===== src/pwt_pkg.sv =====
package pwt_pkg;

	localparam int          ADDR_W            = 16;
	localparam int          DATA_W            = 8;
	localparam int          CNT_W             = 6;
	localparam int          PRE_W             = 11;
	localparam int          OSC_W             = 17;

	localparam logic [15:0] SYS_OPTION_ADDR   = 16'h1802;
	localparam logic [15:0] SYS_TEST_ADDR     = 16'h180F;
	localparam logic [15:0] WAKE_PRESCALE_ADDR = 16'h1820;
	localparam logic [15:0] WAKE_INTERVAL_ADDR = 16'h1821;
	localparam logic [15:0] RST_INTERVAL_ADDR = 16'h1822;
	localparam logic [15:0] WAKE_STATUS_ADDR  = 16'h1823;

	localparam int          THERM_EN_BIT      = 3;
	localparam int          THERM_HIGH_BIT    = 2;
	localparam int          OUT_RANGE_BIT     = 0;
	localparam int          WAKE_FLAG_BIT     = 7;
	localparam int          WAKE_ACK_BIT      = 6;
	localparam int          CNT_SEL_BIT       = 7;

	localparam logic [5:0]  PRESCALE_RESET    = 6'h1F;
	localparam logic [5:0]  WAKE_INT_RESET    = 6'h3F;
	localparam logic [5:0]  RST_INT_RESET     = 6'h00;
	localparam logic [5:0]  CNT_DISABLED_LIM  = 6'h3F;

	localparam int          PRESCALE_BASE     = 504;
	localparam int          PRESCALE_STEP     = 16;

	localparam int          CLK_PERIOD_NS     = 10;
	localparam int          OSC_PERIOD_MS     = 1;
	localparam int          OSC_TICK_CYCLES   =
		(OSC_PERIOD_MS * 1000000) / CLK_PERIOD_NS;

	typedef struct packed {
		logic [15:0] addr;
		logic [7:0]  wdata;
		logic        wr;
		logic        rd;
	} pwt_bus_req_t;

	typedef struct packed {
		logic in_reset_range;
		logic outside_rearm;
	} pwt_temp_t;

endpackage : pwt_pkg


===== src/pwt_count6.sv =====
`timescale 1ns/100ps
module pwt_count6 #(
	parameter int W = 6
) (
	input  wire logic         clk,
	input  wire logic         reset,
	input  wire logic         clear,
	input  wire logic         step,
	input  wire logic [W-1:0] limit,
	output logic      [W-1:0] count,
	output logic              fire
);
	logic [W-1:0] count_reg;
	logic [W-1:0] count_inc;

	assign count_inc = count_reg + {{(W-1){1'b0}}, 1'b1};
	// a zero limit never matches, so that stage stays silent
	assign fire      = step && (limit != '0) && (count_inc == limit);
	assign count     = count_reg;

	always_ff @(posedge clk or posedge reset) begin
		if (reset) begin
			count_reg <= '0;
		end else if (clear) begin
			count_reg <= '0;
		end else if (fire) begin
			count_reg <= '0;
		end else if (step) begin
			count_reg <= count_inc;
		end
	end

endmodule : pwt_count6


===== src/pwt_wake_timer.sv =====
// Our own choice: the plain strobed port.
`timescale 1ns/100ps
// Summary of operation
// - periodic wake interrupt, optional periodic reset
// - oscillator and timer always run
// - never both wake and reset disabled
// - wake interrupt has no mask
// - 64-step prescaler forms wake clock
// - two cascaded 6-bit interval counters
// - wake interval counts wake clock pulses
// - reset interval counts wake events
// - counters count up, fire, return zero
// - coincident reset suppresses wake interrupt
// - out-of-range thermal blocks wake and reset
// - select bit chooses counter readback
// - return to normal range resets processor
// - thermal enable bit 3, reset clears
// - threshold select cleared by reset
// - restart only after leaving re-arm range
// - out-of-range status bit 0, reset sets
// - enable refused while status reads zero
// - prescale period 504+16n, power-on $1F
// - wake flag set, cleared by ack
// - wake interval preset, change restarts
// - zero wake interval disables, maybe refused
module pwt_wake_timer
	import pwt_pkg::*;
#(
	parameter int OSC_CYCLES = pwt_pkg::OSC_TICK_CYCLES
) (
	input  wire logic                clk,
	input  wire logic                reset,
	input  wire pwt_pkg::pwt_bus_req_t bus_req,
	output logic [7:0]               rdata,
	input  wire pwt_pkg::pwt_temp_t  temp_pin,
	input  wire logic                mcu_reset_req,
	output logic                     wake_irq,
	output logic                     mcu_reset_out,
	output logic                     thermal_high_select
);
	import pwt_pkg::*;

	// last prescaler count of one wake clock period
	function automatic logic [PRE_W-1:0] pre_last(input logic [5:0] s);
		pre_last = PRE_W'(PRESCALE_BASE - 1) +
			PRE_W'(PRESCALE_STEP) * {{(PRE_W-6){1'b0}}, s};
	endfunction : pre_last

	function automatic logic hit(input logic [15:0] a, input logic [15:0] b);
		hit = (a == b);
	endfunction : hit

	// clearing one interval while the other is zero would silence both
	function automatic logic zero_refused(input logic [5:0] value,
		input logic [5:0] other);
		zero_refused = (value == 6'h00) && (other == 6'h00);
	endfunction : zero_refused

	logic [OSC_W-1:0] osc_cnt_reg;
	logic             osc_tick;
	logic [PRE_W-1:0] pre_cnt_reg;
	logic             wake_clk;
	logic [5:0]       prescale_reg;
	logic [5:0]       wake_int_reg;
	logic [5:0]       rst_int_reg;
	logic             cnt_sel_reg;
	logic             therm_en_reg;
	logic             therm_high_reg;
	logic             out_range_reg;
	logic             wake_flag_reg;
	logic             mcu_rst_reg;
	logic [7:0]       rdata_reg;
	logic [1:0]       sync_a_reg;
	logic [1:0]       sync_b_reg;
	logic             in_range_s;
	logic             outside_s;
	logic             sys_rst;
	logic [5:0]       wake_cnt;
	logic [5:0]       rst_cnt;
	logic [5:0]       wake_lim;
	logic             wake_evt;
	logic             rst_evt;
	logic             blocked;
	logic             wake_fire;
	logic             period_rst;
	logic             therm_rst;
	logic             wr_int;
	logic             int_change;
	logic             ack;
	logic [7:0]       rd_mux;
	logic             wr_opt;
	logic             wr_pre;
	logic             wr_rst;
	logic             wr_sts;
	logic             wake_off;
	logic             cnt_restart;
	logic             rst_request;
	logic             en_accept;

	// processor-level reset: our own reset pulse or one from the core
	assign sys_rst = mcu_rst_reg || mcu_reset_req;

	// prescaler and wake counter always restart together
	assign cnt_restart = sys_rst || int_change;

	// temperature detector indications arrive asynchronously;
	// each level has its own pair, they are never used as one word
	always_ff @(posedge clk or posedge reset) begin
		if (reset) begin
			sync_a_reg <= 2'h0;
		end else begin
			sync_a_reg <= {sync_a_reg[0], temp_pin.in_reset_range};
		end
	end

	always_ff @(posedge clk or posedge reset) begin
		if (reset) begin
			sync_b_reg <= 2'h0;
		end else begin
			sync_b_reg <= {sync_b_reg[0], temp_pin.outside_rearm};
		end
	end
	// only the second stage of each pair is read
	assign in_range_s = sync_a_reg[1];
	assign outside_s  = sync_b_reg[1];

	// slow oscillator tick; no control reaches this divider
	always_ff @(posedge clk or posedge reset) begin
		if (reset) begin
			osc_cnt_reg <= '0;
		end else if (osc_tick) begin
			osc_cnt_reg <= '0;
		end else begin
			osc_cnt_reg <= osc_cnt_reg + OSC_W'(1);
		end
	end
	// the one rate enable of the block, one clk wide
	assign osc_tick = (osc_cnt_reg == OSC_W'(OSC_CYCLES - 1));

	// prescaler; restarting it with the interval keeps the first timeout full
	always_ff @(posedge clk or posedge reset) begin
		if (reset) begin
			pre_cnt_reg <= '0;
		end else if (cnt_restart) begin
			pre_cnt_reg <= '0;
		end else if (osc_tick && wake_clk) begin
			pre_cnt_reg <= '0;
		end else if (osc_tick) begin
			pre_cnt_reg <= pre_cnt_reg + PRE_W'(1);
		end
	end
	assign wake_clk = osc_tick && (pre_cnt_reg >= pre_last(prescale_reg));

	// zero interval keeps the divider at full length but silences the flag
	assign wake_off = (wake_int_reg == 6'h00);
	assign wake_lim = wake_off ? CNT_DISABLED_LIM : wake_int_reg;

	pwt_count6 #(.W(CNT_W)) u_wake_cnt (
		.clk   (clk),
		.reset (reset),
		.clear (cnt_restart),
		.step  (wake_clk),
		.limit (wake_lim),
		.count (wake_cnt),
		.fire  (wake_evt)
	);

	// reset counter runs on wake events even while they are blocked
	pwt_count6 #(.W(CNT_W)) u_rst_cnt (
		.clk   (clk),
		.reset (reset),
		.clear (sys_rst),
		.step  (wake_evt),
		.limit (rst_int_reg),
		.count (rst_cnt),
		.fire  (rst_evt)
	);

	// counters keep running while blocked; only the outputs are gated
	assign blocked    = therm_en_reg && out_range_reg;
	assign period_rst = rst_evt && !blocked;
	assign wake_fire  = wake_evt && !wake_off && !blocked
		&& !rst_evt;
	assign therm_rst  = therm_en_reg && out_range_reg && !outside_s
		&& in_range_s;
	assign rst_request = period_rst || therm_rst;

	// register writes
	assign wr_opt     = bus_req.wr && hit(bus_req.addr, SYS_OPTION_ADDR);
	assign wr_pre     = bus_req.wr && hit(bus_req.addr, WAKE_PRESCALE_ADDR);
	assign wr_int     = bus_req.wr && hit(bus_req.addr, WAKE_INTERVAL_ADDR);
	assign wr_rst     = bus_req.wr && hit(bus_req.addr, RST_INTERVAL_ADDR);
	assign wr_sts     = bus_req.wr && hit(bus_req.addr, WAKE_STATUS_ADDR);
	// same value is no change, so it restarts nothing; its ack bit still clears the flag
	assign int_change = wr_int && (bus_req.wdata[5:0] != wake_int_reg)
		&& !zero_refused(bus_req.wdata[5:0], rst_int_reg);
	assign ack        = wr_int && bus_req.wdata[WAKE_ACK_BIT];
	// enable is only taken while the status shows out of range
	assign en_accept  = wr_opt && bus_req.wdata[THERM_EN_BIT]
		&& out_range_reg;

	// prescale setting survives processor resets, only power-on loads it
	always_ff @(posedge clk or posedge reset) begin
		if (reset) begin
			prescale_reg <= PRESCALE_RESET;
		end else if (wr_pre) begin
			prescale_reg <= bus_req.wdata[5:0];
		end
	end

	always_ff @(posedge clk or posedge reset) begin
		if (reset) begin
			wake_int_reg <= WAKE_INT_RESET;
		end else if (sys_rst) begin
			wake_int_reg <= WAKE_INT_RESET;
		end else if (int_change) begin
			wake_int_reg <= bus_req.wdata[5:0];
		end
	end

	always_ff @(posedge clk or posedge reset) begin
		if (reset) begin
			rst_int_reg <= RST_INT_RESET;
		end else if (sys_rst) begin
			rst_int_reg <= RST_INT_RESET;
		end else if (wr_rst
			&& !zero_refused(bus_req.wdata[5:0], wake_int_reg)) begin
			rst_int_reg <= bus_req.wdata[5:0];
		end
	end

	always_ff @(posedge clk or posedge reset) begin
		if (reset) begin
			cnt_sel_reg <= 1'b0;
		end else if (sys_rst) begin
			cnt_sel_reg <= 1'b0;
		end else if (wr_sts) begin
			cnt_sel_reg <= bus_req.wdata[CNT_SEL_BIT];
		end
	end

	// wake flag: a new event in the ack cycle keeps the flag set
	always_ff @(posedge clk or posedge reset) begin
		if (reset) begin
			wake_flag_reg <= 1'b0;
		end else if (sys_rst) begin
			wake_flag_reg <= 1'b0;
		end else if (wake_fire) begin
			wake_flag_reg <= 1'b1;
		end else if (ack) begin
			wake_flag_reg <= 1'b0;
		end
	end

	// thermal restart enable: a refused set leaves the old value
	always_ff @(posedge clk or posedge reset) begin
		if (reset) begin
			therm_en_reg <= 1'b0;
		end else if (sys_rst) begin
			therm_en_reg <= 1'b0;
		end else if (en_accept) begin
			therm_en_reg <= 1'b1;
		end else if (wr_opt && !bus_req.wdata[THERM_EN_BIT]) begin
			therm_en_reg <= 1'b0;
		end
	end

	// threshold select lands even when the enable in that write is refused
	always_ff @(posedge clk or posedge reset) begin
		if (reset) begin
			therm_high_reg <= 1'b0;
		end else if (sys_rst) begin
			therm_high_reg <= 1'b0;
		end else if (wr_opt) begin
			therm_high_reg <= bus_req.wdata[THERM_HIGH_BIT];
		end
	end

	// out-of-range status: set by reset, cleared only inside the reset range
	always_ff @(posedge clk or posedge reset) begin
		if (reset) begin
			out_range_reg <= 1'b1;
		end else if (sys_rst || outside_s) begin
			out_range_reg <= 1'b1;
		end else if (in_range_s && !therm_en_reg) begin
			out_range_reg <= 1'b0;
		end
	end

	// processor reset pulse, one cycle; a request during the pulse is
	// dropped, since the core restarts from that pulse anyway
	always_ff @(posedge clk or posedge reset) begin
		if (reset) begin
			mcu_rst_reg <= 1'b0;
		end else begin
			mcu_rst_reg <= !mcu_rst_reg && rst_request;
		end
	end

	// readback; the ack bit always reads zero
	always_comb begin
		rd_mux = 8'h00;
		if (hit(bus_req.addr, SYS_OPTION_ADDR)) begin
			rd_mux[THERM_EN_BIT]   = therm_en_reg;
			rd_mux[THERM_HIGH_BIT] = therm_high_reg;
		end else if (hit(bus_req.addr, SYS_TEST_ADDR)) begin
			rd_mux[OUT_RANGE_BIT] = out_range_reg;
		end else if (hit(bus_req.addr, WAKE_PRESCALE_ADDR)) begin
			rd_mux[5:0] = prescale_reg;
		end else if (hit(bus_req.addr, WAKE_INTERVAL_ADDR)) begin
			rd_mux[WAKE_FLAG_BIT] = wake_flag_reg;
			rd_mux[5:0]           = wake_int_reg;
		end else if (hit(bus_req.addr, RST_INTERVAL_ADDR)) begin
			rd_mux[5:0] = rst_int_reg;
		end else if (hit(bus_req.addr, WAKE_STATUS_ADDR)) begin
			rd_mux[CNT_SEL_BIT] = cnt_sel_reg;
			rd_mux[5:0]         = cnt_sel_reg ? rst_cnt : wake_cnt;
		end
	end

	// read data stands one cycle only, zero otherwise
	always_ff @(posedge clk or posedge reset) begin
		if (reset) begin
			rdata_reg <= 8'h00;
		end else if (bus_req.rd) begin
			rdata_reg <= rd_mux;
		end else begin
			rdata_reg <= 8'h00;
		end
	end

	// nothing stands between the flag and the request, so no mask exists
	assign rdata               = rdata_reg;
	assign wake_irq            = wake_flag_reg;
	assign mcu_reset_out       = mcu_rst_reg;
	assign thermal_high_select = therm_high_reg;

endmodule : pwt_wake_timer


===== config.mk =====
export PLATFORM = sky130hd
export DESIGN_NAME = pwt_wake_timer
export DESIGN_NICKNAME = d
export VERILOG_FILES = /design/src/pwt_pkg.sv /design/src/pwt_count6.sv /design/src/pwt_wake_timer.sv
export SDC_FILE = /design/constraint.sdc
export NUM_CORES = 1
export LEC_CHECK = 0
export BUFFER_PORTS_ARGS = -buffer_cell sky130_fd_sc_hd__buf_4
export CORE_MARGIN = 8
export CORE_UTILIZATION = 40
export DETAILED_ROUTE_END_ITERATION = 16
export MAX_ROUTING_LAYER = met4
export PLACE_DENSITY = 0.54
export SETUP_SLACK_MARGIN = 0.2
export SYNTH_ARGS = -nofsm -noshare
export SYNTH_HDL_FRONTEND = slang
export SYNTH_SLANG_ARGS = --single-unit
export TNS_END_PERCENT = 5

===== constraint.sdc =====
create_clock -name clk -period 3.6 [get_ports clk]
set_input_delay 0.36 -clock clk [delete_from_list [all_inputs] [get_ports clk]]
set_output_delay 0.36 -clock clk [all_outputs]
set_load 0.02 [all_outputs]

==> reports/results.ini <==
[run_status]
status=finished clean

[clocking]
cts_resized=0
cts_buffers=9
cts.sinks=75
cts_htree_levels=3
clkSlewWorstSetupHoldPaths_ns=0.10
cts_root_buf=clkbuf_8
cts_tree=yes
cts_buffer_depth=2
ctsHoldBuffers=0
post_cts_buffers=0
worstSkewPairLatency_ns=0.36

[power]
p_comb_share_pct=6.7
pwr-share-seq_pct=51.9
p_int_w=0.00122
p_leak_nw=2.16
switching_share_pct=26.2
ir_worst_vdd_mv=0.219
clkPwrFrac_pct=41.4
fin_total_pwr_w=0.00165
p_sw_w=0.000433
powerDensity_nw_per_um2=323

[logic_synthesis]
yosys-top-cells-area=dfrtp_1 (35%), dfstp_2 (7.0%), mux2i_1 (5.1%), nand2_1 (4.2%), xor2_1 (3.9%)
synth-edff-count=0
synth.cell_area_um2=4470
syn_avg_cell_area_um2=9.50
yosysSeqAreaShare_pct=42.3
ys_warn_count=0
synth_ff_type=dfrtp_1
mappedNetlistNets=514
synth.distinct_cells=60
ys_ff_latch=75
syn_inst=471
ys_async_sr_fraction_pct=100
netlist.area_leader.share_pct=35.2
synth_area_leader_cell=dfrtp_1

[placement]
place_congestion=0.827
port_buffers=40
place_area_um2=4910
hpwl_mm=8.37

[sta]
slew_headroom_pct=58.2
fin_tns_setup_ns=0
grt_setup_unrepaired=false
fin_crit_ns=3.13
setup_viol=0
worst_pin_slew_ns=0.626
finalHoldViolations=0
finalCritPeriodShare_pct=86.9
skew_ns=0.0176
max_freq_mhz=320
drv_slew=0

[grt]
met3_usage_pct=3.05
grt_busiest_layer=met2
grt_util_met1_pct=22.1
use_met2_pct=23.8
grt_pass1_wl_mm=18.9
grt_pass1_vias=3595
antenna_found_initial=0
grt_max_degree=29
grt_usage_pct=16.3
grt_remaining_overflow=0

[die]
initial_core_util_pct=41.1
die_w_um=122
die_y_um=122
die-area_um2=14800
rows=38
core_um2=10900
ios=42

[routing]
drt-initial-drc-count=179
antenna_left=0
wl_per_cell_um=17.0
vias=3586
wl_mm=11.1
first_pass_iters=4
drc=0
viasPerCell=5.49

[finish]
area_growth_pct=14.2
fillers=1026
drive_above_1_share_pct=18.1
num_antenna_cells=0
largest_register_ffs=17
final_nets=551
fin_area_um2=5110
register_area_um2=1890
multi_input_area_um2=2460

[worst_setup_path]
path_class=flop to flop
endpoint_kind=flop
cp_max_fo=11
critPathLaunchType=flop
cp.required_ns=3.87
reg2reg_depth=11
crit_arrival_ns=3.40

[worst_hold_path]
hold_path_class=primary input to asynchronous set/reset pin

[flow_run]
maxCapViolCount=0

metrics by stage:
stage	setup WS (ns)	utilization [%]	hold WS, ns	std cells
2_1_floorplan	0.738	-	0.331	471
4_1_cts	0.417	46.9	0.0636	653
3_5_place_dp	0.461	45.1	0.341	637
3_3_place_gp	0.576	45.1	0.334	637
6_report	0.472	46.9	0.0453	653
5_1_grt	0.224	46.9	0.0721	653
synth_stat cells, types with 2 or more instances:
library cell and n:
a211oi_1 3, clkbuf_1 15, nor3_1 12, nand2_1 50, buf_2 3, inv_1 8
nand3_4 2, nor2_1 44, nor4b_1 5, a21oi_1 27, mux2i_1 23, o21a_1 5
ha_1 12, nand2b_1 8, dfstp_2 12, nand3_1 19, xnor2_1 16, nor4_1 3
a31oi_1 7, nand4b_1 7, and4_1 5, and3_1 9, nand4_1 9, o21ai_0 25
buf_4 3, xor2_1 20, nor3b_1 3, or3_1 2, mux2_2 6, and2_1 4
o22ai_1 3, or4_1 5, dfrtp_1 63, o21ai_1 5, a211o_1 2, o211ai_1 2
final timing paths:
path | slack [ns] | endpoint | startpoint
max | 0.47 | u_rst_cnt.count[4] | prescale_reg[0]
min | 0.05 | sync_a_reg[1] | reset
max reg2reg | 0.47 | u_rst_cnt.count[4] | prescale_reg[0]
min reg2reg | 0.35 | sync_a_reg[1] | sync_a_reg[0]
max in group asynchronous | 2.77 | wake_int_reg[0] | reset
min in group clk | 0.11 | sync_b_reg[0] | temp_pin[0]
critical path: stages, from the launching register on:
cell	delay, ns
dfstp_2	0.57
inv_1	0.05
ha_1	0.21
xnor2_1	0.14
ha_1	0.30
nand2_1	0.07
o21a_1	0.18
o21ai_0	0.20
o21a_1	0.43
nand3_4	0.19
or4_1	0.54
a21oi_1	0.15
layout by cell type, fill, tap and decap left out, types with 9 or more instances in the layout:
master,count
dfrtp_1,63
nand2_1,50
buf_4,47
nor2_1,44
a21oi_1,27
o21ai_0,25
mux2i_1,23
xor2_1,20
nand3_1,19
xnor2_1,16
nor3_1,12
ha_1,12
dfstp_2,12
nand4_1,9
and3_1,9
clkbuf_8,9
power groups by stage:
stage	Combinational [W]	Clock, W	Sequential (W)
CTS	0.000113	0.000697	0.000858
global route	0.000123	0.000735	0.000860
finish	0.000110	0.000684	0.000858
floorplan	0.0000671	0	0.000866
detailed placement	0.000112	0	0.000874
global placement	0.000111	0	0.000874
logic make-up after synthesis:
group	Yosys count	share of synthesized area (%)
compound gates	91	12.8
fa+ha+maj	12	3.36
other cells	1	0.0838
xor+xnor	38	8.08
flops	75	42.3
simple gates	195	23.4
buf+inv	29	2.77
mux	30	7.16
metal layers:
metal	up-vias	routed length, um
li1	1769	-
met1	1736	5520
met2	67	4950
met3	14	472
met4	0	153
met5	-	0
final cells by class:
class                           count  area share [%]
Clock buffer                        9            2.42
Clock inverter                      7            1.49
Inverter                            8           0.588
Multi-Input combinational cell    367            48.1
Sequential cell                    75            37.0
Tap cell                          140            3.43
Timing Repair Buffer               47            6.91
Note: power is estimated with default switching activity, not from simulation.
